## src/logic/modulator_submodule_map.vh

```
// Register map, field positions and reset values of the modulator submodule.
// Assumes a 32-bit AXI4-Lite slave with one aligned word per register.
`ifndef MODULATOR_SUBMODULE_MAP_VH
`define MODULATOR_SUBMODULE_MAP_VH

// Register indices; byte address is four times the index
`define MODULATOR_SUBMODULE_IDX_SIC      4'h0
`define MODULATOR_SUBMODULE_IDX_PERIOD   4'h2
`define MODULATOR_SUBMODULE_IDX_WIDTH    4'h4
`define MODULATOR_SUBMODULE_IDX_COUNT    4'h6
`define MODULATOR_SUBMODULE_IDX_CFG      4'h8

// Status and control register fields
`define MODULATOR_SUBMODULE_FLAG_BIT     15
`define MODULATOR_SUBMODULE_IL_HI        14
`define MODULATOR_SUBMODULE_IL_LO        12
`define MODULATOR_SUBMODULE_ARB3_BIT     11
`define MODULATOR_SUBMODULE_PIN_BIT      7
`define MODULATOR_SUBMODULE_LOAD_BIT     5
`define MODULATOR_SUBMODULE_POL_BIT      4
`define MODULATOR_SUBMODULE_EN_BIT       3
`define MODULATOR_SUBMODULE_CLK_HI       2
`define MODULATOR_SUBMODULE_CLK_LO       0

// Configuration register fields
`define MODULATOR_SUBMODULE_DIVIDE_TWO_OR_THREE_SELECT_BIT    8
`define MODULATOR_SUBMODULE_MARB_HI      2
`define MODULATOR_SUBMODULE_MARB_LO      0

// Reset values
`define MODULATOR_SUBMODULE_COUNT_RST    16'h0001
`define MODULATOR_SUBMODULE_DATA_RST     16'h0000
`define MODULATOR_SUBMODULE_IL_RST       3'h0
`define MODULATOR_SUBMODULE_CLK_RST      3'h0

// Prescaler first tap terminal counts (divide by two or three)
`define MODULATOR_SUBMODULE_TAP_DIV2     2'h1
`define MODULATOR_SUBMODULE_TAP_DIV3     2'h2

// Bus responses
`define MODULATOR_SUBMODULE_RESP_OKAY    2'h0
`define MODULATOR_SUBMODULE_RESP_SLVERR  2'h2

`endif

```

## src/logic/modulator_submodule_top.v

```verilog
// One pulse width modulator submodule with its AXI4-Lite register slave.
// Assumes ref_clk is the system clock and rst a synchronous active-high reset;
// the bus master keeps one write and one read outstanding at most.
//
// Contract
// - Period end sets flag; flag is sticky
// - Enabling sets the flag at once
// - Flag cleared by read-one then write-zero
// - Nonzero level raises request when flag set
// - Arbitration number is bit three plus field
// - Pin bit reads output level, ignores writes
// - Load refreshes buffers, counter one, sets flag
// - Load sets output only for nonzero width
// - Load while disabled does nothing
// - Output level from polarity and enable
// - Disabled holds output, prescaler, counter; buffers track latches
// - Enable rise starts pulse, prescaler, counter
// - Enabled refreshes buffers at each period end
// - Clock field picks one of eight rates
// - Period enters buffer at period end or load
// - Width follows the same buffer timing
// - Hardware never alters period or width latches
// - Counter read-only, one at reset and disabled
`timescale 1ns/1ps
`include "modulator_submodule_map.vh"

module modulator_submodule_top
(
  // Clock and reset
  input  wire        ref_clk,
  input  wire        rst,
  // AXI4-Lite write address and data
  input  wire [5:0]  s_axi_awaddr,
  input  wire        s_axi_awvalid,
  output wire        s_axi_awready,
  input  wire [31:0] s_axi_wdata,
  input  wire [3:0]  s_axi_wstrb,
  input  wire        s_axi_wvalid,
  output wire        s_axi_wready,
  // AXI4-Lite write response
  output wire [1:0]  s_axi_bresp,
  output wire        s_axi_bvalid,
  input  wire        s_axi_bready,
  // AXI4-Lite read
  input  wire [5:0]  s_axi_araddr,
  input  wire        s_axi_arvalid,
  output wire        s_axi_arready,
  output wire [31:0] s_axi_rdata,
  output wire [1:0]  s_axi_rresp,
  output wire        s_axi_rvalid,
  input  wire        s_axi_rready,
  // Modulated pin and interrupt request
  output wire        pwm_pin,
  output wire [2:0]  irq_level,
  output wire [3:0]  irq_arb_num
);

  // Bus slave state
  reg        awready_ff;
  reg        wready_ff;
  reg        aw_hold_ff;
  reg        w_hold_ff;
  reg [3:0]  aw_idx_ff;
  reg [15:0] wdata_ff;
  reg [1:0]  wstrb_ff;
  reg        bvalid_ff;
  reg [1:0]  bresp_ff;
  reg        arready_ff;
  reg        rvalid_ff;
  reg [31:0] rdata_ff;
  reg [1:0]  rresp_ff;

  // Software registers
  reg        flag_ff;
  reg        armed_ff;
  reg [2:0]  il_ff;
  reg        arb3_ff;
  reg        pol_ff;
  reg        en_ff;
  reg        en_q_ff;
  reg [2:0]  clk_sel_ff;
  reg [15:0] period_latch_ff;
  reg [15:0] width_latch_ff;
  reg [2:0]  marb_ff;
  reg        divide_two_or_three_select_ff;

  // Modulator engine
  reg [15:0] period_buffer_ff;
  reg [15:0] width_buffer_ff;
  reg [15:0] count_ff;
  reg        out_ff;
  reg [1:0]  tap_cnt_ff;
  reg [7:0]  pre_ff;
  reg        pin_ff;
  reg [2:0]  irq_level_ff;
  reg [3:0]  irq_arb_ff;

  wire       nxt_aw_hold;
  wire       nxt_w_hold;
  wire       aw_take;
  wire       w_take;
  wire       wr_go;
  wire       ar_take;
  wire       wr_sic;
  wire       wr_map;
  wire [3:0] ar_idx;
  wire       load_req;
  wire       en_rise;
  wire       tap_pulse;
  wire [7:0] rate_mask;
  wire       tick;
  wire       period_end;
  wire       flag_set;
  wire       flag_clr;
  reg [15:0] rd_val;
  reg        rd_ok;

  // Merge the two low byte lanes into a 16-bit register
  function [15:0] lane_merge;
    input [15:0] old_val;
    input [15:0] new_val;
    input [1:0]  strb;
    begin
      lane_merge = {strb[1] ? new_val[15:8] : old_val[15:8],
                    strb[0] ? new_val[7:0] : old_val[7:0]};
    end
  endfunction

  assign s_axi_awready = awready_ff;
  assign s_axi_wready  = wready_ff;
  assign s_axi_bvalid  = bvalid_ff;
  assign s_axi_bresp   = bresp_ff;
  assign s_axi_arready = arready_ff;
  assign s_axi_rvalid  = rvalid_ff;
  assign s_axi_rdata   = rdata_ff;
  assign s_axi_rresp   = rresp_ff;
  assign pwm_pin       = pin_ff;
  assign irq_level     = irq_level_ff;
  assign irq_arb_num   = irq_arb_ff;

  // Address and data are taken in either order; the write lands once both are held
  assign aw_take     = s_axi_awvalid && awready_ff;
  assign w_take      = s_axi_wvalid && wready_ff;
  assign wr_go       = aw_hold_ff && w_hold_ff && !bvalid_ff;
  assign nxt_aw_hold = wr_go ? 1'b0 : (aw_take ? 1'b1 : aw_hold_ff);
  assign nxt_w_hold  = wr_go ? 1'b0 : (w_take ? 1'b1 : w_hold_ff);
  assign ar_take     = s_axi_arvalid && arready_ff;
  assign ar_idx      = s_axi_araddr[5:2];

  // Write address decode
  assign wr_sic = wr_go && (aw_idx_ff == `MODULATOR_SUBMODULE_IDX_SIC);
  assign wr_map = (aw_idx_ff == `MODULATOR_SUBMODULE_IDX_SIC) || (aw_idx_ff == `MODULATOR_SUBMODULE_IDX_PERIOD) ||
                  (aw_idx_ff == `MODULATOR_SUBMODULE_IDX_WIDTH) || (aw_idx_ff == `MODULATOR_SUBMODULE_IDX_COUNT) ||
                  (aw_idx_ff == `MODULATOR_SUBMODULE_IDX_CFG);

  // Write channel handshake and response
  always @(posedge ref_clk)
  begin
    if (rst)
    begin
      aw_hold_ff <= 1'b0;
      w_hold_ff  <= 1'b0;
      awready_ff <= 1'b0;
      wready_ff  <= 1'b0;
      aw_idx_ff  <= 4'h0;
      wdata_ff   <= `MODULATOR_SUBMODULE_DATA_RST;
      wstrb_ff   <= 2'h0;
      bvalid_ff  <= 1'b0;
      bresp_ff   <= `MODULATOR_SUBMODULE_RESP_OKAY;
    end
    else
    begin
      aw_hold_ff <= nxt_aw_hold;
      w_hold_ff  <= nxt_w_hold;
      awready_ff <= !nxt_aw_hold;
      wready_ff  <= !nxt_w_hold;
      if (aw_take)
        aw_idx_ff <= s_axi_awaddr[5:2];
      if (w_take)
      begin
        wdata_ff <= s_axi_wdata[15:0];
        wstrb_ff <= s_axi_wstrb[1:0];
      end
      if (wr_go)
      begin
        bvalid_ff <= 1'b1;
        bresp_ff  <= wr_map ? `MODULATOR_SUBMODULE_RESP_OKAY : `MODULATOR_SUBMODULE_RESP_SLVERR;
      end
      else if (bvalid_ff && s_axi_bready)
        bvalid_ff <= 1'b0;
    end
  end

  // Read decode; the counter is visible at any time, pin shows the real level
  always @*
  begin
    rd_val = 16'h0000;
    rd_ok  = 1'b1;
    if (ar_idx == `MODULATOR_SUBMODULE_IDX_SIC)
      rd_val = {flag_ff, il_ff, arb3_ff, 3'h0, pin_ff, 2'h0, pol_ff, en_ff,
                clk_sel_ff};
    else if (ar_idx == `MODULATOR_SUBMODULE_IDX_PERIOD)
      rd_val = period_latch_ff;
    else if (ar_idx == `MODULATOR_SUBMODULE_IDX_WIDTH)
      rd_val = width_latch_ff;
    else if (ar_idx == `MODULATOR_SUBMODULE_IDX_COUNT)
      rd_val = count_ff;
    else if (ar_idx == `MODULATOR_SUBMODULE_IDX_CFG)
      rd_val = {7'h00, divide_two_or_three_select_ff, 5'h00, marb_ff};
    else
      rd_ok = 1'b0;
  end

  // Read channel; one read in flight, data registered on the taking edge
  always @(posedge ref_clk)
  begin
    if (rst)
    begin
      arready_ff <= 1'b0;
      rvalid_ff  <= 1'b0;
      rdata_ff   <= 32'h0000_0000;
      rresp_ff   <= `MODULATOR_SUBMODULE_RESP_OKAY;
    end
    else if (ar_take)
    begin
      arready_ff <= 1'b0;
      rvalid_ff  <= 1'b1;
      rdata_ff   <= {16'h0000, rd_val};
      rresp_ff   <= rd_ok ? `MODULATOR_SUBMODULE_RESP_OKAY : `MODULATOR_SUBMODULE_RESP_SLVERR;
    end
    else if (rvalid_ff && s_axi_rready)
    begin
      rvalid_ff  <= 1'b0;
      arready_ff <= 1'b1;
    end
    else if (!rvalid_ff)
      arready_ff <= 1'b1;
  end

  // Control fields; pin and load bits are not stored, so load always reads zero
  always @(posedge ref_clk)
  begin
    if (rst)
    begin
      il_ff           <= `MODULATOR_SUBMODULE_IL_RST;
      arb3_ff         <= 1'b0;
      pol_ff          <= 1'b0;
      en_ff           <= 1'b0;
      en_q_ff         <= 1'b0;
      clk_sel_ff      <= `MODULATOR_SUBMODULE_CLK_RST;
      period_latch_ff <= `MODULATOR_SUBMODULE_DATA_RST;
      width_latch_ff  <= `MODULATOR_SUBMODULE_DATA_RST;
      marb_ff         <= 3'h0;
      divide_two_or_three_select_ff        <= 1'b0;
    end
    else
    begin
      en_q_ff <= en_ff;
      if (wr_sic && wstrb_ff[1])
      begin
        il_ff   <= wdata_ff[`MODULATOR_SUBMODULE_IL_HI:`MODULATOR_SUBMODULE_IL_LO];
        arb3_ff <= wdata_ff[`MODULATOR_SUBMODULE_ARB3_BIT];
      end
      if (wr_sic && wstrb_ff[0])
      begin
        pol_ff     <= wdata_ff[`MODULATOR_SUBMODULE_POL_BIT];
        en_ff      <= wdata_ff[`MODULATOR_SUBMODULE_EN_BIT];
        clk_sel_ff <= wdata_ff[`MODULATOR_SUBMODULE_CLK_HI:`MODULATOR_SUBMODULE_CLK_LO];
      end
      // Only software writes touch the latches
      if (wr_go && aw_idx_ff == `MODULATOR_SUBMODULE_IDX_PERIOD)
        period_latch_ff <= lane_merge(period_latch_ff, wdata_ff, wstrb_ff);
      if (wr_go && aw_idx_ff == `MODULATOR_SUBMODULE_IDX_WIDTH)
        width_latch_ff <= lane_merge(width_latch_ff, wdata_ff, wstrb_ff);
      if (wr_go && aw_idx_ff == `MODULATOR_SUBMODULE_IDX_CFG && wstrb_ff[1])
        divide_two_or_three_select_ff <= wdata_ff[`MODULATOR_SUBMODULE_DIVIDE_TWO_OR_THREE_SELECT_BIT];
      if (wr_go && aw_idx_ff == `MODULATOR_SUBMODULE_IDX_CFG && wstrb_ff[0])
        marb_ff <= wdata_ff[`MODULATOR_SUBMODULE_MARB_HI:`MODULATOR_SUBMODULE_MARB_LO];
    end
  end

  // Load acts only while already enabled
  assign load_req = wr_sic && wstrb_ff[0] && wdata_ff[`MODULATOR_SUBMODULE_LOAD_BIT] && en_ff;
  assign en_rise  = en_ff && !en_q_ff;

  // First tap divides by two or three; rate mask picks the prescaler stage
  assign tap_pulse = tap_cnt_ff == (divide_two_or_three_select_ff ? `MODULATOR_SUBMODULE_TAP_DIV3 : `MODULATOR_SUBMODULE_TAP_DIV2);
  assign rate_mask = (clk_sel_ff == 3'h7) ? 8'hFF :
                     (8'h01 << clk_sel_ff) - 8'h01;
  assign tick      = tap_pulse && ((pre_ff & rate_mask) == rate_mask);
  assign period_end = tick && (count_ff == period_buffer_ff);

  // Counter, buffers and output flip-flop
  always @(posedge ref_clk)
  begin
    if (rst)
    begin
      count_ff         <= `MODULATOR_SUBMODULE_COUNT_RST;
      out_ff           <= 1'b0;
      tap_cnt_ff       <= 2'h0;
      pre_ff           <= 8'h00;
      period_buffer_ff <= `MODULATOR_SUBMODULE_DATA_RST;
      width_buffer_ff  <= `MODULATOR_SUBMODULE_DATA_RST;
    end
    else if (!en_ff)
    begin
      // Held idle; buffers track the latches every cycle
      count_ff         <= `MODULATOR_SUBMODULE_COUNT_RST;
      out_ff           <= 1'b0;
      tap_cnt_ff       <= 2'h0;
      pre_ff           <= 8'h00;
      period_buffer_ff <= period_latch_ff;
      width_buffer_ff  <= width_latch_ff;
    end
    else if (en_rise || load_req)
    begin
      // Restart the sequence; prescaler released from zero
      count_ff         <= `MODULATOR_SUBMODULE_COUNT_RST;
      tap_cnt_ff       <= 2'h0;
      pre_ff           <= 8'h00;
      period_buffer_ff <= period_latch_ff;
      width_buffer_ff  <= width_latch_ff;
      if (en_rise)
        out_ff <= 1'b1;
      else
        out_ff <= width_latch_ff != 16'h0000;
    end
    else
    begin
      tap_cnt_ff <= tap_pulse ? 2'h0 : tap_cnt_ff + 2'h1;
      if (tap_pulse)
        pre_ff <= pre_ff + 8'h01;
      if (period_end)
      begin
        // New period from freshly buffered values
        count_ff         <= `MODULATOR_SUBMODULE_COUNT_RST;
        period_buffer_ff <= period_latch_ff;
        width_buffer_ff  <= width_latch_ff;
        out_ff           <= width_latch_ff != 16'h0000;
      end
      else if (tick)
      begin
        count_ff <= count_ff + 16'h0001;
        // Zero width must not leave the first pulse high
        if (count_ff == width_buffer_ff || width_buffer_ff == 16'h0000)
          out_ff <= 1'b0;
      end
    end
  end

  // Period-complete flag; a set in the same cycle as a clear wins
  assign flag_set = en_rise || load_req || period_end;
  assign flag_clr = wr_sic && wstrb_ff[1] && !wdata_ff[`MODULATOR_SUBMODULE_FLAG_BIT] && armed_ff;

  always @(posedge ref_clk)
  begin
    if (rst)
    begin
      flag_ff  <= 1'b0;
      armed_ff <= 1'b0;
    end
    else
    begin
      if (!en_ff)
        flag_ff <= 1'b0;
      else if (flag_set)
        flag_ff <= 1'b1;
      else if (flag_clr)
        flag_ff <= 1'b0;
      // Arm only after software has seen the flag as one
      if (ar_take && ar_idx == `MODULATOR_SUBMODULE_IDX_SIC && flag_ff)
        armed_ff <= 1'b1;
      else if (wr_sic || !flag_ff)
        armed_ff <= 1'b0;
    end
  end

  // Registered pin, request level and arbitration number
  always @(posedge ref_clk)
  begin
    if (rst)
    begin
      pin_ff       <= 1'b0;
      irq_level_ff <= 3'h0;
      irq_arb_ff   <= 4'h0;
    end
    else
    begin
      pin_ff       <= en_ff ? (out_ff ^ pol_ff) : pol_ff;
      irq_level_ff <= flag_ff ? il_ff : 3'h0;
      irq_arb_ff   <= {arb3_ff, marb_ff};
    end
  end

endmodule // modulator_submodule_top

```

## config.mk

```make
export PLATFORM = sky130hd
export DESIGN_NAME = modulator_submodule_top
export DESIGN_NICKNAME = d
export VERILOG_FILES = /design/src/logic/modulator_submodule_top.v
export VERILOG_INCLUDE_DIRS = /design/src /design/src/logic
export SDC_FILE = /design/constraint.sdc
export NUM_CORES = 1
export LEC_CHECK = 0
export BUFFER_PORTS_ARGS = -buffer_cell sky130_fd_sc_hd__buf_4
export CORE_ASPECT_RATIO = 1.2
export CORE_MARGIN = 2
export CORE_UTILIZATION = 30
export CTS_BUF_LIST = sky130_fd_sc_hd__clkbuf_8
export CTS_CLUSTER_SIZE = 25
export DETAILED_ROUTE_END_ITERATION = 12
export HOLD_SLACK_MARGIN = 0.1
export SYNTH_ARGS = -nofsm -noshare
export SYNTH_HDL_FRONTEND = slang
export SYNTH_SLANG_ARGS = --single-unit
export TNS_END_PERCENT = 20
```

## constraint.sdc

```tcl
create_clock -name ref_clk -period 2.7 [get_ports ref_clk]
set_clock_uncertainty 0.05 [all_clocks]
set_input_delay 0.135 -clock ref_clk [delete_from_list [all_inputs] [get_ports ref_clk]]
set_output_delay 0.135 -clock ref_clk [all_outputs]
set_load 0.005 [all_outputs]
```

-- After elaboration in Yosys (flattened, before gate mapping)
Index checks and enable logic that the tools add are counted.
- logic and storage cells: 159
- output and inout port bits: 49
- input bits: 55
- bits in registers: 164
- multiplexer cells: 40
- bitwise gates (word level): 4
- shift operators: 1
- add/subtract/negate cells: 4
- reductions and logical operators: 59
- equal/unequal tests: 15
- operators by type and width (cell ; number):
    two-way mux 16 bit ; 10
    == test 16 bit ; 2
    two-way mux 1 bit ; 25
    logical AND 1 bit ; 24
    adder 16 x 1 -> 16 bit (second input constant) ; 1
    == test 4 x 3 -> 1 bit (second input constant) ; 4
    zero test 16 bit ; 1
    nonzero test 16 bit ; 1
    AND reduction 2 bit ; 5
    two-way mux 9 bit ; 1
    adder 8 x 1 -> 8 bit (second input constant) ; 1
    AND 8 bit ; 1
    == test 4 x 2 -> 1 bit (second input constant) ; 2
    == test 4 bit (second input constant) ; 2
    == test 8 bit ; 1
    zero test 4 bit ; 2
    logical OR 1 bit ; 8
    two-way mux 8 bit ; 1
    nonzero test 2 bit ; 4
    OR reduction 4 bit ; 2
    left shift 1 x 3 -> 8 bit (first input constant) ; 1
    subtractor 8 x 1 -> 8 bit (second input constant) ; 1
    zero test 1 bit ; 6
    two-way mux 2 bit ; 3
    10 further kinds ; 14

-- Longest topological paths before layout
Gate-level depths: netlist of run 1.
- word-level depth: 10
- mapped depth: 8
- gate-level depth less buffers: 6

-- Worst setup path after synthesis of run 1
Ideal clock, no wire load.
- path kind: flip-flop to flip-flop
- from: register pre_ff[4]
- to: register count_ff[11]
- required time: 2.578 ns
- path slack: 0.375 ns
- period minus slack after synthesis: 2.325 ns
- cell stages (with the launch flop): 8
- data arrival time: 2.202 ns
- path through: dfxtp_1 nand2_1 a21bo_1 a2111o_1 or4_4 buf_6 or3_1 a21oi_1
- cells in the longest elaborated chain, start to end: 5
- RTL lines (what ; line ; source):
    start: declaration ; modulator_submodule_top.v:93 ; reg [7:0] pre_ff;
    start signal: assignment ; modulator_submodule_top.v:332 ; pre_ff <= pre_ff + 8'h01;
    AND 8 bit (*) ; modulator_submodule_top.v:290 ; assign tick = tap_pulse && ((pre_ff & rate_mask) == rate_mask);
    == test 8 bit (*) ; modulator_submodule_top.v:290 ;
    logical AND 1 bit (*) ; modulator_submodule_top.v:290 ;
    logical AND 1 bit ; modulator_submodule_top.v:291 ; assign period_end = tick && (count_ff == period_buffer_ff);
    OR reduction 4 bit (no source line) ; -- ;
    end signal: assignment ; modulator_submodule_top.v:298 ; count_ff <= `MODULATOR_SUBMODULE_COUNT_RST;
    end signal: assignment ; modulator_submodule_top.v:308 ; count_ff <= `MODULATOR_SUBMODULE_COUNT_RST;
    end signal: assignment ; modulator_submodule_top.v:318 ; count_ff <= `MODULATOR_SUBMODULE_COUNT_RST;
    end: declaration ; modulator_submodule_top.v:90 ; reg [15:0] count_ff;
Mark *: on every way between the ends. The rest lies on a longest branch, timed or not.
A chain may end at the register's enable or synchronous reset.

-- Final worst setup path of run 1
- from: register tap_cnt_ff[1]
- to: register period_buffer_ff[4]
- cells in the longest elaborated chain, start to end: 4
- RTL lines (what ; line ; source):
    start: declaration ; modulator_submodule_top.v:92 ; reg [1:0] tap_cnt_ff;
    start signal: assignment ; modulator_submodule_top.v:330 ; tap_cnt_ff <= tap_pulse ? 2'h0 : tap_cnt_ff + 2'h1;
    == test 2 bit ; modulator_submodule_top.v:287 ; assign tap_pulse = tap_cnt_ff == (divide_two_or_three_select_ff ? `MODULATOR_SUBMODULE_TAP_DIV3 : `MODULATOR_S ...
    logical AND 1 bit ; modulator_submodule_top.v:290 ;
    logical AND 1 bit ; modulator_submodule_top.v:291 ;
    inequality test 3 x 1 -> 1 bit (no source line) ; -- ;
    end signal: assignment ; modulator_submodule_top.v:302 ; period_buffer_ff <= `MODULATOR_SUBMODULE_DATA_RST;
    end signal: assignment ; modulator_submodule_top.v:312 ; period_buffer_ff <= period_latch_ff;
    end signal: assignment ; modulator_submodule_top.v:321 ; period_buffer_ff <= period_latch_ff;
    end: declaration ; modulator_submodule_top.v:88 ; reg [15:0] period_buffer_ff;
No other way between the ends.

==> PnR_summary.wiki, run 1 <==
{| class="wikitable"
! Metric !! Value
|-
| Number of synthesized register bits || 162
|-
| Most used cells in the layout excluding fill and tap cells || 162 x sky130_fd_sc_hd__dfxtp_1, 117 x sky130_fd_sc_hd__nor2_1, 96 x sky130_fd_sc_hd__nand2_1, 95 x sky130_fd_sc_hd__buf_4, 67 x sky130_fd_sc_hd__mux2i_1
|-
| Outcome || finished clean
|-
| Area of the core || 22,970 um^2
|-
| Hold Path Stages || 4
|-
| Vias in the first global route || 5,498
|-
| Clock Path Buffers || 2
|-
| Synthesized area per cell || 8.817 um^2
|-
| GR Overflow Total || 0
|-
| TritonCTS Buffers || 17
|-
| FF-to-FF Start || tap_cnt_ff[1]$_SDFF_PP0_
|-
| RSZ-0062 raised after global routing || false
|-
| CTS Hold Buffers Added || 53
|-
| CP required || 2.97 ns
|-
| Most instantiated flip-flop cell in the synthesis netlist || sky130_fd_sc_hd__dfxtp_1
|-
| Path depth of the worst reg2reg path || 8
|-
| Synth warn || 0
|-
| Placed insts || 1,152
|-
| Sequential area share after synthesis || 0.4662
|-
| Initial Utilization || 0.3028
|-
| Area of the multi-input gates || 3456 um^2
|-
| Final routed wirelength across all metal layers || 19,490 um
|-
| Die ar. || 24,430 um^2
|-
| DR pass1 iterations || 5
|-
| Pwr/cell area || 517.0 nW/um^2
|-
| Final setup fails || 0
|-
| Slew of the pin with the lowest slew margin || 0.6961 ns
|-
| Maximum fanout encountered on the critical timing path || 12
|-
| Routability cong. || 0.8730
|-
| First-pass GRT wire length || 30,300 um
|-
| Most common library cell in the layout ignoring fill and taps || sky130_fd_sc_hd__dfxtp_1
|-
| Number of enable flip-flop cells after synthesis || 0
|-
| R2r endpoint || period_buffer_ff[4]$_SDFFE_PP0P_
|-
| Hold path endpoint || s_axi_rdata[8]$_SDFFE_PP0P_
|-
| Post-route minimum period || 2.479 ns
|-
| Launch instance of the worst min-delay path || s_axi_araddr[3]
|-
| TritonCTS clock tree || built
|-
| Class of the most critical setup path || flop to flop
|-
| GRT Util Overall || 0.1604
|-
| DR DRC count || 0
|-
| Pin count of the biggest net entering global routing || 61
|-
| Share of cells above drive strength 1 || 0.1443
|-
| Netlist area before placement || 6957 um^2
|-
| Final nets || 966
|-
| Setup_tns || 0 ns
|-
| Leak || 3.854 nW
|-
| Final cell count without fillers || 1,237
|-
| Highest achievable clock rate || 0.4034 GHz
|-
| Row count || 61
|-
| DP HPWL || 14,020 um
|-
| Antenna-violating nets left || 0
|-
| Antenna fix cells || 0
|-
| Via/cell ratio || 4.839
|-
| Number of fillers in the final layout || 2,342
|-
| Crit path arrival time || 2.75 ns
|-
| Fraction of registers with async set or reset after synthesis || 0
|-
| First DRT Iteration DRCs || 453
|-
| Final Hold Violating Endpoints || 0
|-
| Distinct cell type count of the synthesized netlist || 50
|-
| Count of instances resized after the clock tree is built || 0
|-
| Maximum resistive drop on vdd || 0.0003156 V
|-
| CTS H-tree lvls || 4
|-
| Final number of max-transition violations || 0
|-
| Initial antenna violation count || 0
|-
| Flop-to-flop setup slack || 0.22 ns
|-
| Die boundary width || 143.0 um
|-
| Final core utilization || 0.3828
|-
| FF/Latch Area || 3243 um^2
|-
| Final critical-path share of the clock period || 0.9181
|-
| Launching instance or port of the critical path || tap_cnt_ff[1]$_SDFF_PP0_
|-
| Cell at the root of the clock tree || sky130_fd_sc_hd__clkbuf_8
|-
| Crit start category || flop
|-
| Clock edge transition at the registers on the reported setup and hold paths || 0.09 ns
|-
| Gate count after technology mapping || 789
|-
| Latest clock arrival within the worst-skew pair || 0.46 ns
|-
| Type of the worst min-delay path || input port to flop
|-
| Vert. Die Dim || 170.8 um
|-
| Relative area change from synthesis to final layout || 26.40%
|-
| Count of buffers inserted at the top-level ports || 63
|-
| Number of maximum-capacitance violations || 0
|-
| Tightest slew margin relative to the limit || 0.5359
|-
| Clk sinks || 162
|-
| Via Count || 5,986
|-
| Number of ports placed on the die boundary || 104
|-
| Post-CTS repair timing setup buffer count || 0
|-
| Per-cell routed wire length || 15.75 um
|-
| Critical path capture point type || flop
|}
-- synth_stat cells, types with 11 or more instances --
library cell	n	area share
sky130_fd_sc_hd__o21ai_0	14	0.010
sky130_fd_sc_hd__xor2_1	38	0.048
sky130_fd_sc_hd__nand2_1	96	0.052
sky130_fd_sc_hd__a21oi_1	49	0.035
sky130_fd_sc_hd__mux2i_1	67	0.096
sky130_fd_sc_hd__nor2_1	117	0.063
sky130_fd_sc_hd__clkbuf_1	43	0.023
sky130_fd_sc_hd__xnor2_1	11	0.014
sky130_fd_sc_hd__nor4_1	15	0.013
sky130_fd_sc_hd__dfxtp_1	162	0.47
sky130_fd_sc_hd__a22oi_1	20	0.022
sky130_fd_sc_hd__nor2b_1	11	0.0099
sky130_fd_sc_hd__nand3_1	18	0.013
sky130_fd_sc_hd__buf_4	18	0.019
-- worst max-delay path by stage --
stage | end | slack (ns)
2_1_floorplan | count_ff[11]$_SDFFE_PP0P_ | 0.38
3_3_place_gp | period_buffer_ff[6]$_SDFFE_PP0P_ | 0.29
3_5_place_dp | width_buffer_ff[5]$_SDFFE_PP0P_ | 0.25
4_1_cts | period_buffer_ff[4]$_SDFFE_PP0P_ | 0.23
5_1_grt | width_buffer_ff[4]$_SDFFE_PP0P_ | 0.08
6_report | period_buffer_ff[4]$_SDFFE_PP0P_ | 0.22
-- logic make-up after synthesis --
family / Yosys count / synth area share
AO/OA/AOI/OAI: 123 / 0.1148
flip-flops: 162 / 0.4662
buffers and inverters: 69 / 0.04856
other: 1 / 0.0005391
XOR/XNOR: 49 / 0.06169
adder cells (fa/ha/maj): 2 / 0.003597
multiplexers: 67 / 0.09640
AND/OR/NAND/NOR: 316 / 0.2083
-- registers in the layout (all words and copies together) (netlist names), 3 cells and up --
| register | flops |
|---|---|
| count_ff | 16 |
| period_buffer_ff | 16 |
| period_latch_ff | 16 |
| s_axi_rdata | 16 |
| wdata_ff | 16 |
| width_buffer_ff | 16 |
| width_latch_ff | 16 |
| pre_ff | 8 |
| aw_idx_ff | 4 |
| irq_arb_num | 4 |
| clk_sel_ff | 3 |
| il_ff | 3 |
| irq_level | 3 |
| marb_ff | 3 |
-- per-stage QoR --
| stage | power, W | hold WS [ns] | setup slack, ns | cell area [um^2] |
|---|---|---|---|---|
| finish | 0.004546 | 0.2036 | 0.2212 | 8793 |
| global route | 0.004723 | 0.2544 | 0.08062 | 8793 |
| CTS | 0.004581 | 0.1796 | 0.2334 | 8793 |
| detailed placement | 0.002741 | 0.3423 | 0.2514 | 7858 |
| global placement | 0.002739 | 0.3349 | 0.2852 | 7858 |
| floorplan | 0.002643 | 0.2210 | 0.3752 | 7020 |
-- per-layer routing --
layer	vias up	share of wire	global-route usage
met2	171	0.47	0.2573
met4	0	0.024	0.05381
met3	27	0.051	0.03694
met1	2842	0.46	0.2121
met5	-	0	0
li1	2946	-	-
-- power breakdown --
part	switching [W]	total [W]	internal (W)
logic	0.000137	0.000280	0.000142
clock network	0.000911	0.00181	0.000895
registers	0.0000360	0.00246	0.00243
-- final cells by class --
type / count / area share
timing repair buffer: 150 / 0.1460
multi-input combinational: 575 / 0.3930
sequential: 162 / 0.3688
inverter: 3 / 0.001281
clock inverter: 12 / 0.01480
clock buffer: 20 / 0.03130
tap: 315 / 0.04482
-- critical path, stage by stage, from the launching register on --
cell	delay (ns)
sky130_fd_sc_hd__dfxtp_1	0.33
sky130_fd_sc_hd__nand2b_1	0.17
sky130_fd_sc_hd__o21a_1	0.21
sky130_fd_sc_hd__a2111o_1	0.45
sky130_fd_sc_hd__buf_4	0.22
sky130_fd_sc_hd__o311ai_4	0.33
sky130_fd_sc_hd__buf_4	0.30
sky130_fd_sc_hd__mux2i_1	0.21
sky130_fd_sc_hd__nor2_1	0.05
(Power assumes the default switching activity.)
==> inputs of run 2 (changes only) <==
--- a/config.mk
+++ b/config.mk
@@ -6,13 +6,14 @@
 export SDC_FILE = /design/constraint.sdc
 export NUM_CORES = 1
 export LEC_CHECK = 0
-export BUFFER_PORTS_ARGS = -buffer_cell sky130_fd_sc_hd__buf_4
 export CORE_ASPECT_RATIO = 1.2
 export CORE_MARGIN = 2
 export CORE_UTILIZATION = 30
 export CTS_BUF_LIST = sky130_fd_sc_hd__clkbuf_8
+export CTS_CLUSTER_DIAMETER = 120
 export CTS_CLUSTER_SIZE = 25
 export DETAILED_ROUTE_END_ITERATION = 12
+export DONT_BUFFER_PORTS = 1
 export HOLD_SLACK_MARGIN = 0.1
 export SYNTH_ARGS = -nofsm -noshare
 export SYNTH_HDL_FRONTEND = slang
==> constraint.sdc (replaced) <==
create_clock -name ref_clk -period 2.2 [get_ports ref_clk]
set_clock_uncertainty 0.05 [all_clocks]
set_input_delay 0.11 -clock ref_clk [delete_from_list [all_inputs] [get_ports ref_clk]]
set_output_delay 0.11 -clock ref_clk [all_outputs]
set_load 0.005 [all_outputs]
==> run 2 against run 1 <==
The flow now finishes with violations (negative hold slack, negative setup slack). Die area stayed put. Utilization is 0.65 points higher. Cell count is 0.49% lower. Register-to-register slack worse by 0.25 ns. Fmax is 11% higher. Global-route usage is 0.45 points higher. Hold slack worse by 0.54 ns. Flip-flop and latch count stayed put. Non-clock buffer count is 6 lower. Critical path depth is 2 higher. Sequential share of layout area is 0.51 points lower. Power is 17% higher. Critical path type unchanged. Largest cell class unchanged. Highest routed layer unchanged.
==> PnR_summary.wiki, run 2 (synthesis results as in run 1) <==
{| class="wikitable"
! Metric !! Value
|-
| Maximum fanout encountered on the critical timing path || 8 (-4)
|-
| Most common library cell in the layout ignoring fill and taps || sky130_fd_sc_hd__dfxtp_1
|-
| Clock edge transition at the registers on the reported setup and hold paths || 0.09 ns (about the same)
|-
| Routed length on met3 || 1264 um (+26%)
|-
| Cells along the critical path || xor2_1 -> nor4_1 -> buf_4 -> nand4_1 -> buf_4 -> o311ai_4 -> buf_6 -> buf_16 -> mux2i_1 -> nor2_1
|-
| Slew of the pin with the lowest slew margin || 0.6021 ns (-0.09399 ns)
|-
| First DRT Iteration DRCs || 381 (-16%)
|-
| Initial antenna violation count || 0 (unchanged)
|-
| Failing checks || negative hold slack, negative setup slack
|-
| DR pass1 iterations || 7 (+2)
|-
| Area of the core || 22,970 um^2 (unchanged)
|-
| Number of fillers in the final layout || 2,321 (-0.90%)
|-
| Clock Path Buffers || 2 (unchanged)
|-
| Latest clock arrival within the worst-skew pair || 0.47 ns (about the same)
|-
| Share of cells above drive strength 1 || 0.1223 (-0.02198)
|-
| Highest achievable clock rate || 0.4495 GHz (+11%)
|-
| Number of maximum-capacitance violations || 0 (unchanged)
|-
| Critical Path Slowest Stage Cell || sky130_fd_sc_hd__dfxtp_2
|-
| Routability cong. || 0.8843 (+1.3%)
|-
| Die boundary width || 143.0 um (unchanged)
|-
| Die ar. || 24,430 um^2 (unchanged)
|-
| Final critical-path share of the clock period || 1.011 (+0.09320)
|-
| Stages on the worst setup path || 10 (+2)
|-
| Cell at the root of the clock tree || sky130_fd_sc_hd__clkbuf_8
|-
| Crit path arrival time || 2.54 ns (-0.21 ns)
|-
| Initial Utilization || 0.3028 (unchanged)
|-
| Met2 layer wire length in the routed design || 9721 um (+6.7%)
|-
| Tightest slew margin relative to the limit || 0.5986 (+0.06266)
|-
| Worst slack at placement || -0.09624 ns (-0.3476 ns)
|-
| Final Hold Violating Endpoints || 49 (+49)
|-
| Worst path buffer plus inverter count || 4 (+2)
|-
| Flop-to-flop setup slack || -0.02 ns (-0.25 ns)
|-
| Post-route minimum period || 2.225 ns (-0.2540 ns)
|-
| Pin count of the biggest net entering global routing || 132 (+120%)
|-
| Pwr/cell area || 592.3 nW/um^2 (+15%)
|-
| GRT Util Overall || 0.1648 (+0.004474)
|-
| Outcome || complete, but fails checks
|-
| First-pass GRT wire length || 31,020 um (+2.4%)
|-
| Via/cell ratio || 4.945 (+2.2%)
|-
| Path depth of the worst reg2reg path || 10 (+2)
|-
| Final core utilization || 0.3893 (+0.006535)
|-
| Post-route worst hold slack || -0.3365 ns (-0.5401 ns)
|-
| Relative area change from synthesis to final layout || 28.56%
|-
| Final cell count without fillers || 1,231 (-0.49%)
|-
| Top sig layer || met4
|-
| DR DRC count || 0 (unchanged)
|-
| Vias in the first global route || 5,655 (+2.9%)
|-
| Number of ports placed on the die boundary || 104 (unchanged)
|-
| CTS H-tree lvls || 4 (unchanged)
|-
| Worst stage delay on the critical path || 0.33 ns (-0.12 ns)
|-
| Largest delay contributor family on the critical path || buffers and inverters
|-
| TritonCTS Buffers || 17 (unchanged)
|-
| Sum of routed wire segments on met1 || 8631 um (-3.1%)
|-
| Critical path capture point type || flop
|-
| Launching instance or port of the critical path || count_ff[6]$_SDFFE_PP0P_
|-
| Most used cells in the layout excluding fill and tap cells || 154 x sky130_fd_sc_hd__dfxtp_1, 116 x sky130_fd_sc_hd__nor2_1, 94 x sky130_fd_sc_hd__nand2_1, 84 x sky130_fd_sc_hd__dlygate4sd3_1, 66 x sky130_fd_sc_hd__mux2i_1
|-
| Antenna fix cells || 0 (unchanged)
|-
| GR Overflow Total || 0 (unchanged)
|-
| Final routed wirelength across all metal layers || 20,200 um (+3.7%)
|-
| Count of buffers inserted at the top-level ports || 0 (-100%)
|-
| Row count || 61 (unchanged)
|-
| TritonCTS clock tree || built
|-
| Leak || 4.011 nW (+4.1%)
|-
| Clk sinks || 162 (unchanged)
|-
| FF-to-FF Start || count_ff[6]$_SDFFE_PP0P_
|-
| Type of the worst min-delay path || input port to flop
|-
| Launch instance of the worst min-delay path || rst
|-
| Overall power after layout || 0.005298 W (+17%)
|-
| R2r endpoint || period_buffer_ff[11]$_SDFFE_PP0P_
|-
| Vert. Die Dim || 170.8 um (unchanged)
|-
| Class of the most critical setup path || flop to flop
|-
| Final nets || 960 (-0.62%)
|-
| CP required || 2.52 ns (-0.45 ns)
|-
| Via Count || 6,087 (+1.7%)
|-
| Critical path capture point || period_buffer_ff[11]$_SDFFE_PP0P_
|-
| Final number of max-transition violations || 0 (unchanged)
|-
| Maximum resistive drop on vdd || 0.0004292 V (+36%)
|-
| Setup_tns || -0.2818 ns (-0.2818 ns)
|-
| Crit start category || flop
|-
| RSZ-0062 raised after global routing || true
|-
| Final setup fails || 21 (+21)
|-
| Placed insts || 1,111 (-3.6%)
|-
| Final worst-path setup slack || -0.02477 ns (-0.2460 ns)
|-
| Per-cell routed wire length || 16.41 um (+4.2%)
|-
| Crit-path most repeated cell || sky130_fd_sc_hd__buf_4
|-
| Antenna-violating nets left || 0 (unchanged)
|-
| DP HPWL || 13,720 um (-2.1%)
|}
-- run 2: cell types whose count changed in the layout (fill, tap and decap cells not counted), sizes merged --
cell	delta
buf	-39
dlygate4sd3	+31
clkbuf	+2
clkinv	+2
clkinvlp	-2
bufinv	-1
inv	+1
-- run 2: stage by stage --
step / instance area, um^2 / hold slack [ns]
6_report: 8944 / -0.3365
3_5_place_dp: 7571 / 0.1395
4_1_cts: 8783 / -0.3555
3_3_place_gp: 7571 / 0.1381
2_1_floorplan: 7029 / 0.1960
5_1_grt: 8944 / -0.3701
-- run 2: power by group --
part	internal, W	switching, W
combinational	0.000106	0.0000981
sequential	0.00298	0.0000533
clock	0.000964	0.00110
total	0.00405	0.00125
-- run 2: repair_timing --
item	4_1_cts	5_1_grt
endpoints found under the hold margin	151	55
pin swaps	5	6
buffers inserted	1	0
cloned	1	2
gates resized for setup	10	14
hold buffers	78	6
setup endpoints to repair	48	65
-- run 2: per-layer routing --
metal,up-vias,GRT usage
met5,-,0
met1,2925,0.2157
li1,2933,-
met2,192,0.2654
met3,37,0.03470
met4,0,0.06414
-- run 2: cell type report --
cell class / count / area, um^2 / area share
Multi-Input combinational cell: 575 / 3522 / 0.3938
Sequential cell: 162 / 3253 / 0.3637
Timing Repair Buffer: 144 / 1395 / 0.1560
Tap cell: 315 / 394.1 / 0.04407
Clock buffer: 20 / 275.3 / 0.03078
Clock inverter: 12 / 92.59 / 0.01035
Inverter: 3 / 11.26 / 0.001259
-- run 2: worst min-delay path by stage --
stage	to	slack (ns)	depth (start not counted)
2_1_floorplan	wdata_ff[10]$_SDFFE_PP0P_	0.20	2
3_3_place_gp	wdata_ff[15]$_SDFFE_PP0P_	0.14	1
3_5_place_dp	wdata_ff[12]$_SDFFE_PP0P_	0.14	1
4_1_cts	period_latch_ff[8]$_SDFFE_PP0P_	-0.36	1
5_1_grt	width_latch_ff[14]$_SDFFE_PP0P_	-0.37	1
6_report	period_latch_ff[8]$_SDFFE_PP0P_	-0.34	1
==> inputs of run 3 (changes only) <==
--- a/config.mk
+++ b/config.mk
@@ -7,7 +7,6 @@
 export NUM_CORES = 1
 export LEC_CHECK = 0
 export CORE_ASPECT_RATIO = 1.2
-export CORE_MARGIN = 2
 export CORE_UTILIZATION = 30
 export CTS_BUF_LIST = sky130_fd_sc_hd__clkbuf_8
 export CTS_CLUSTER_DIAMETER = 120
==> constraint.sdc (replaced) <==
create_clock -name ref_clk -period 2.2 [get_ports ref_clk]
set_clock_uncertainty 0.05 [all_clocks]
set_input_delay 0 -clock ref_clk [delete_from_list [all_inputs] [get_ports ref_clk]]
set_output_delay 0 -clock ref_clk [all_outputs]
set_load 0.005 [all_outputs]
==> run 3 against run 2 <==
The run still ends with negative hold slack, negative setup slack left. Sequential power about the same. Clock power up 14%. Hold slack got worse by 0.11 ns. Fmax fell by 1.6%. Design area increased by 1.3%. Routed wire length increased by 1.8%. Flip-flop and latch count unchanged. Largest cell class unchanged. Highest routed layer unchanged.
==> PnR_summary.wiki, run 3 (synthesis results as in run 1) <==
{| class="wikitable"
! Metric !! Value
|-
| Count of buffers inserted at the top-level ports || 0 (unchanged)
|-
| Antenna-violating nets left || 0 (unchanged)
|-
| Non-Filler Cell Area, Final || 9059 um^2 (+1.3%)
|-
| Pin count of the biggest net entering global routing || 132 (unchanged)
|-
| RSZ-0062 raised after global routing || true
|-
| Clk sinks || 162 (unchanged)
|-
| First-pass GRT wire length || 32,220 um (+3.9%)
|-
| Type of the worst min-delay path || input port to flop
|-
| Pwr/cell area || 618.0 nW/um^2 (+4.3%)
|-
| Hold Path Stages || 1 (unchanged)
|-
| Path depth of the worst reg2reg path || 9 (-1)
|-
| Class of the most critical setup path || flop to flop
|-
| Number of maximum-capacitance violations || 0 (unchanged)
|-
| DR DRC count || 0 (unchanged)
|-
| Maximum fanout encountered on the critical timing path || 8 (unchanged)
|-
| Post-route minimum period || 2.262 ns (+0.03716 ns)
|-
| Placed cell areas || 7567 um^2 (about the same)
|-
| TritonCTS Buffers || 17 (unchanged)
|-
| Row count || 60 (-1.6%)
|-
| Final routed wirelength across all metal layers || 20,560 um (+1.8%)
|-
| GRT Util Overall || 0.1762 (+0.01134)
|-
| Maximum resistive drop on vdd || 0.0004544 V (+5.9%)
|-
| Latest clock arrival within the worst-skew pair || 0.47 ns (about the same)
|-
| Tightest slew margin relative to the limit || 0.6124 (+0.01382)
|-
| FF-to-FF Start || tap_cnt_ff[1]$_SDFF_PP0_
|-
| GR Overflow Total || 0 (unchanged)
|-
| Share of cells above drive strength 1 || 0.1242 (+0.001919)
|-
| Number of ports placed on the die boundary || 104 (unchanged)
|-
| CP required || 2.51 ns (about the same)
|-
| Launching instance or port of the critical path || tap_cnt_ff[1]$_SDFF_PP0_
|-
| Die ar. || 23,800 um^2 (-2.6%)
|-
| Area of the core || 22,600 um^2 (-1.6%)
|-
| Clock edge transition at the registers on the reported setup and hold paths || 0.08 ns (about the same)
|-
| Crit path arrival time || 2.57 ns (+0.03 ns)
|-
| Initial Utilization || 0.3079 (+0.005047)
|-
| Post-route worst hold slack || -0.4450 ns (-0.1085 ns)
|-
| Via/cell ratio || 4.929 (-0.32%)
|-
| Relative area change from synthesis to final layout || 30.22%
|-
| Final critical-path share of the clock period || 1.028 (+0.01689)
|-
| DP HPWL || 13,710 um (about the same)
|-
| Initial antenna violation count || 0 (unchanged)
|-
| Final nets || 972 (+1.3%)
|-
| Worst slack at placement || -0.05924 ns (+0.03699 ns)
|-
| Via Count || 6,092 (+0.082%)
|-
| Final cell count without fillers || 1,236 (+0.41%)
|-
| Per-cell routed wire length || 16.63 um (+1.4%)
|-
| Vert. Die Dim || 168.8 um (-1.2%)
|-
| Die boundary width || 141.0 um (-1.4%)
|-
| First DRT Iteration DRCs || 383 (+0.52%)
|-
| Critical path capture point type || flop
|-
| Routability cong. || 0.8607 (-2.7%)
|-
| Placed insts || 1,108 (-0.27%)
|-
| Number of fillers in the final layout || 2,272 (-2.1%)
|-
| Final number of max-transition violations || 0 (unchanged)
|-
| Failing checks || negative hold slack, negative setup slack
|-
| CTS Hold Buffers Added || 89 (+14%)
|-
| Overall power after layout || 0.005598 W (+5.7%)
|-
| Final Hold Violating Endpoints || 56 (+14%)
|-
| Flop-to-flop setup slack || -0.06 ns (-0.04 ns)
|-
| Final worst-path setup slack || -0.06193 ns (-0.03716 ns)
|-
| R2r endpoint || period_buffer_ff[12]$_SDFFE_PP0P_
|-
| Highest achievable clock rate || 0.4421 GHz (-1.6%)
|-
| Final setup fails || 31 (+48%)
|-
| DR pass1 iterations || 5 (-2)
|-
| Vias in the first global route || 5,888 (+4.1%)
|-
| CTS H-tree lvls || 4 (unchanged)
|-
| Most used cells in the layout excluding fill and tap cells || 154 x sky130_fd_sc_hd__dfxtp_1, 116 x sky130_fd_sc_hd__nor2_1, 93 x sky130_fd_sc_hd__nand2_1, 89 x sky130_fd_sc_hd__dlygate4sd3_1, 66 x sky130_fd_sc_hd__mux2i_1
|-
| Crit start category || flop
|-
| Most common library cell in the layout ignoring fill and taps || sky130_fd_sc_hd__dfxtp_1
|-
| Leak || 4.109 nW (+2.4%)
|-
| Outcome || complete, but fails checks
|-
| Critical path capture point || period_buffer_ff[12]$_SDFFE_PP0P_
|-
| Antenna fix cells || 0 (unchanged)
|-
| TritonCTS clock tree || built
|-
| Cell at the root of the clock tree || sky130_fd_sc_hd__clkbuf_8
|-
| Slew of the pin with the lowest slew margin || 0.5814 ns (-0.02073 ns)
|-
| Clock Path Buffers || 2 (unchanged)
|}
[run 3: changes by cell type in the layout (fill, tap and decap cells not counted), moves of 2 or more]
cell	change
sky130_fd_sc_hd__a21oi_1	-3
sky130_fd_sc_hd__a21oi_2	+3
sky130_fd_sc_hd__buf_4	+7
sky130_fd_sc_hd__bufinv_16	+3
sky130_fd_sc_hd__clkinv_2	-3
sky130_fd_sc_hd__clkinvlp_4	-3
sky130_fd_sc_hd__dlygate4sd3_1	+5
sky130_fd_sc_hd__inv_1	+2
sky130_fd_sc_hd__nor4b_1	+2
sky130_fd_sc_hd__nor4b_4	-2
[run 3: stage by stage]
stage | setup TNS [ns] | utilization
detailed placement | -0.7575 | 0.3349
floorplan | 0 | -
finish | -0.8137 | 0.4009
CTS | -0.09133 | 0.3957
global route | -3.410 | 0.4009
global placement | -0.1059 | 0.3349
[run 3: how the worst min path moves through the flow]
stage	from	to	slack (ns)
after floorplan	s_axi_wdata[10]	wdata_ff[10]$_SDFFE_PP0P_	0.09
after global placement	rst	wdata_ff[8]$_SDFFE_PP0P_	0.03
after detailed placement	rst	wdata_ff[13]$_SDFFE_PP0P_	0.03
after CTS	rst	period_latch_ff[13]$_SDFFE_PP0P_	-0.46
after global routing	rst	period_latch_ff[14]$_SDFFE_PP0P_	-0.47
final	rst	period_latch_ff[13]$_SDFFE_PP0P_	-0.45
[run 3: area by class of cell]
cell class	instances	area, um^2	share of cell area
clock buffers	20	275.3	0.03039
clock inverters	10	143.9	0.01588
inverters	3	11.26	0.001243
multi-input cells	575	3498	0.3862
flip-flops and latches	162	3253	0.3591
well taps	310	387.9	0.04282
repair buffers	156	1489	0.1644
[run 3: worst max-delay path: stages, from the launching register on]
cell and delay [ns]:
sky130_fd_sc_hd__dfxtp_1 0.33, sky130_fd_sc_hd__nand2b_4 0.14, sky130_fd_sc_hd__o21a_1 0.19, sky130_fd_sc_hd__a2111o_1 0.40, sky130_fd_sc_hd__buf_6 0.17, sky130_fd_sc_hd__o311ai_4 0.29, sky130_fd_sc_hd__buf_6 0.17, sky130_fd_sc_hd__buf_12 0.15
sky130_fd_sc_hd__mux2i_2 0.22, sky130_fd_sc_hd__nor2_1 0.06
[run 3: metal layers]
metal / track usage / share of wire / vias up
met3: 0.03932 / 0.055 / 45
met5: 0 / 0 / -
met4: 0.08176 / 0.033 / 0
met1: 0.2250 / 0.45 / 2890
met2: 0.2823 / 0.46 / 203
li1: - / - / 2954
[run 3: power by group]
group          total, W  switching (W)  internal (W)
clock network   0.00235        0.00105       0.00129
logic          0.000222       0.000105      0.000117
registers       0.00303      0.0000520       0.00298
total           0.00560        0.00121       0.00439
[run 3: what timing repair did]
item,4_1_cts,5_1_grt
setup buffers,4,2
gates cloned,1,2
pin swaps,4,11
endpoints found under the hold margin,162,86
resized for setup,4,18
endpoints found under the setup margin,37,62
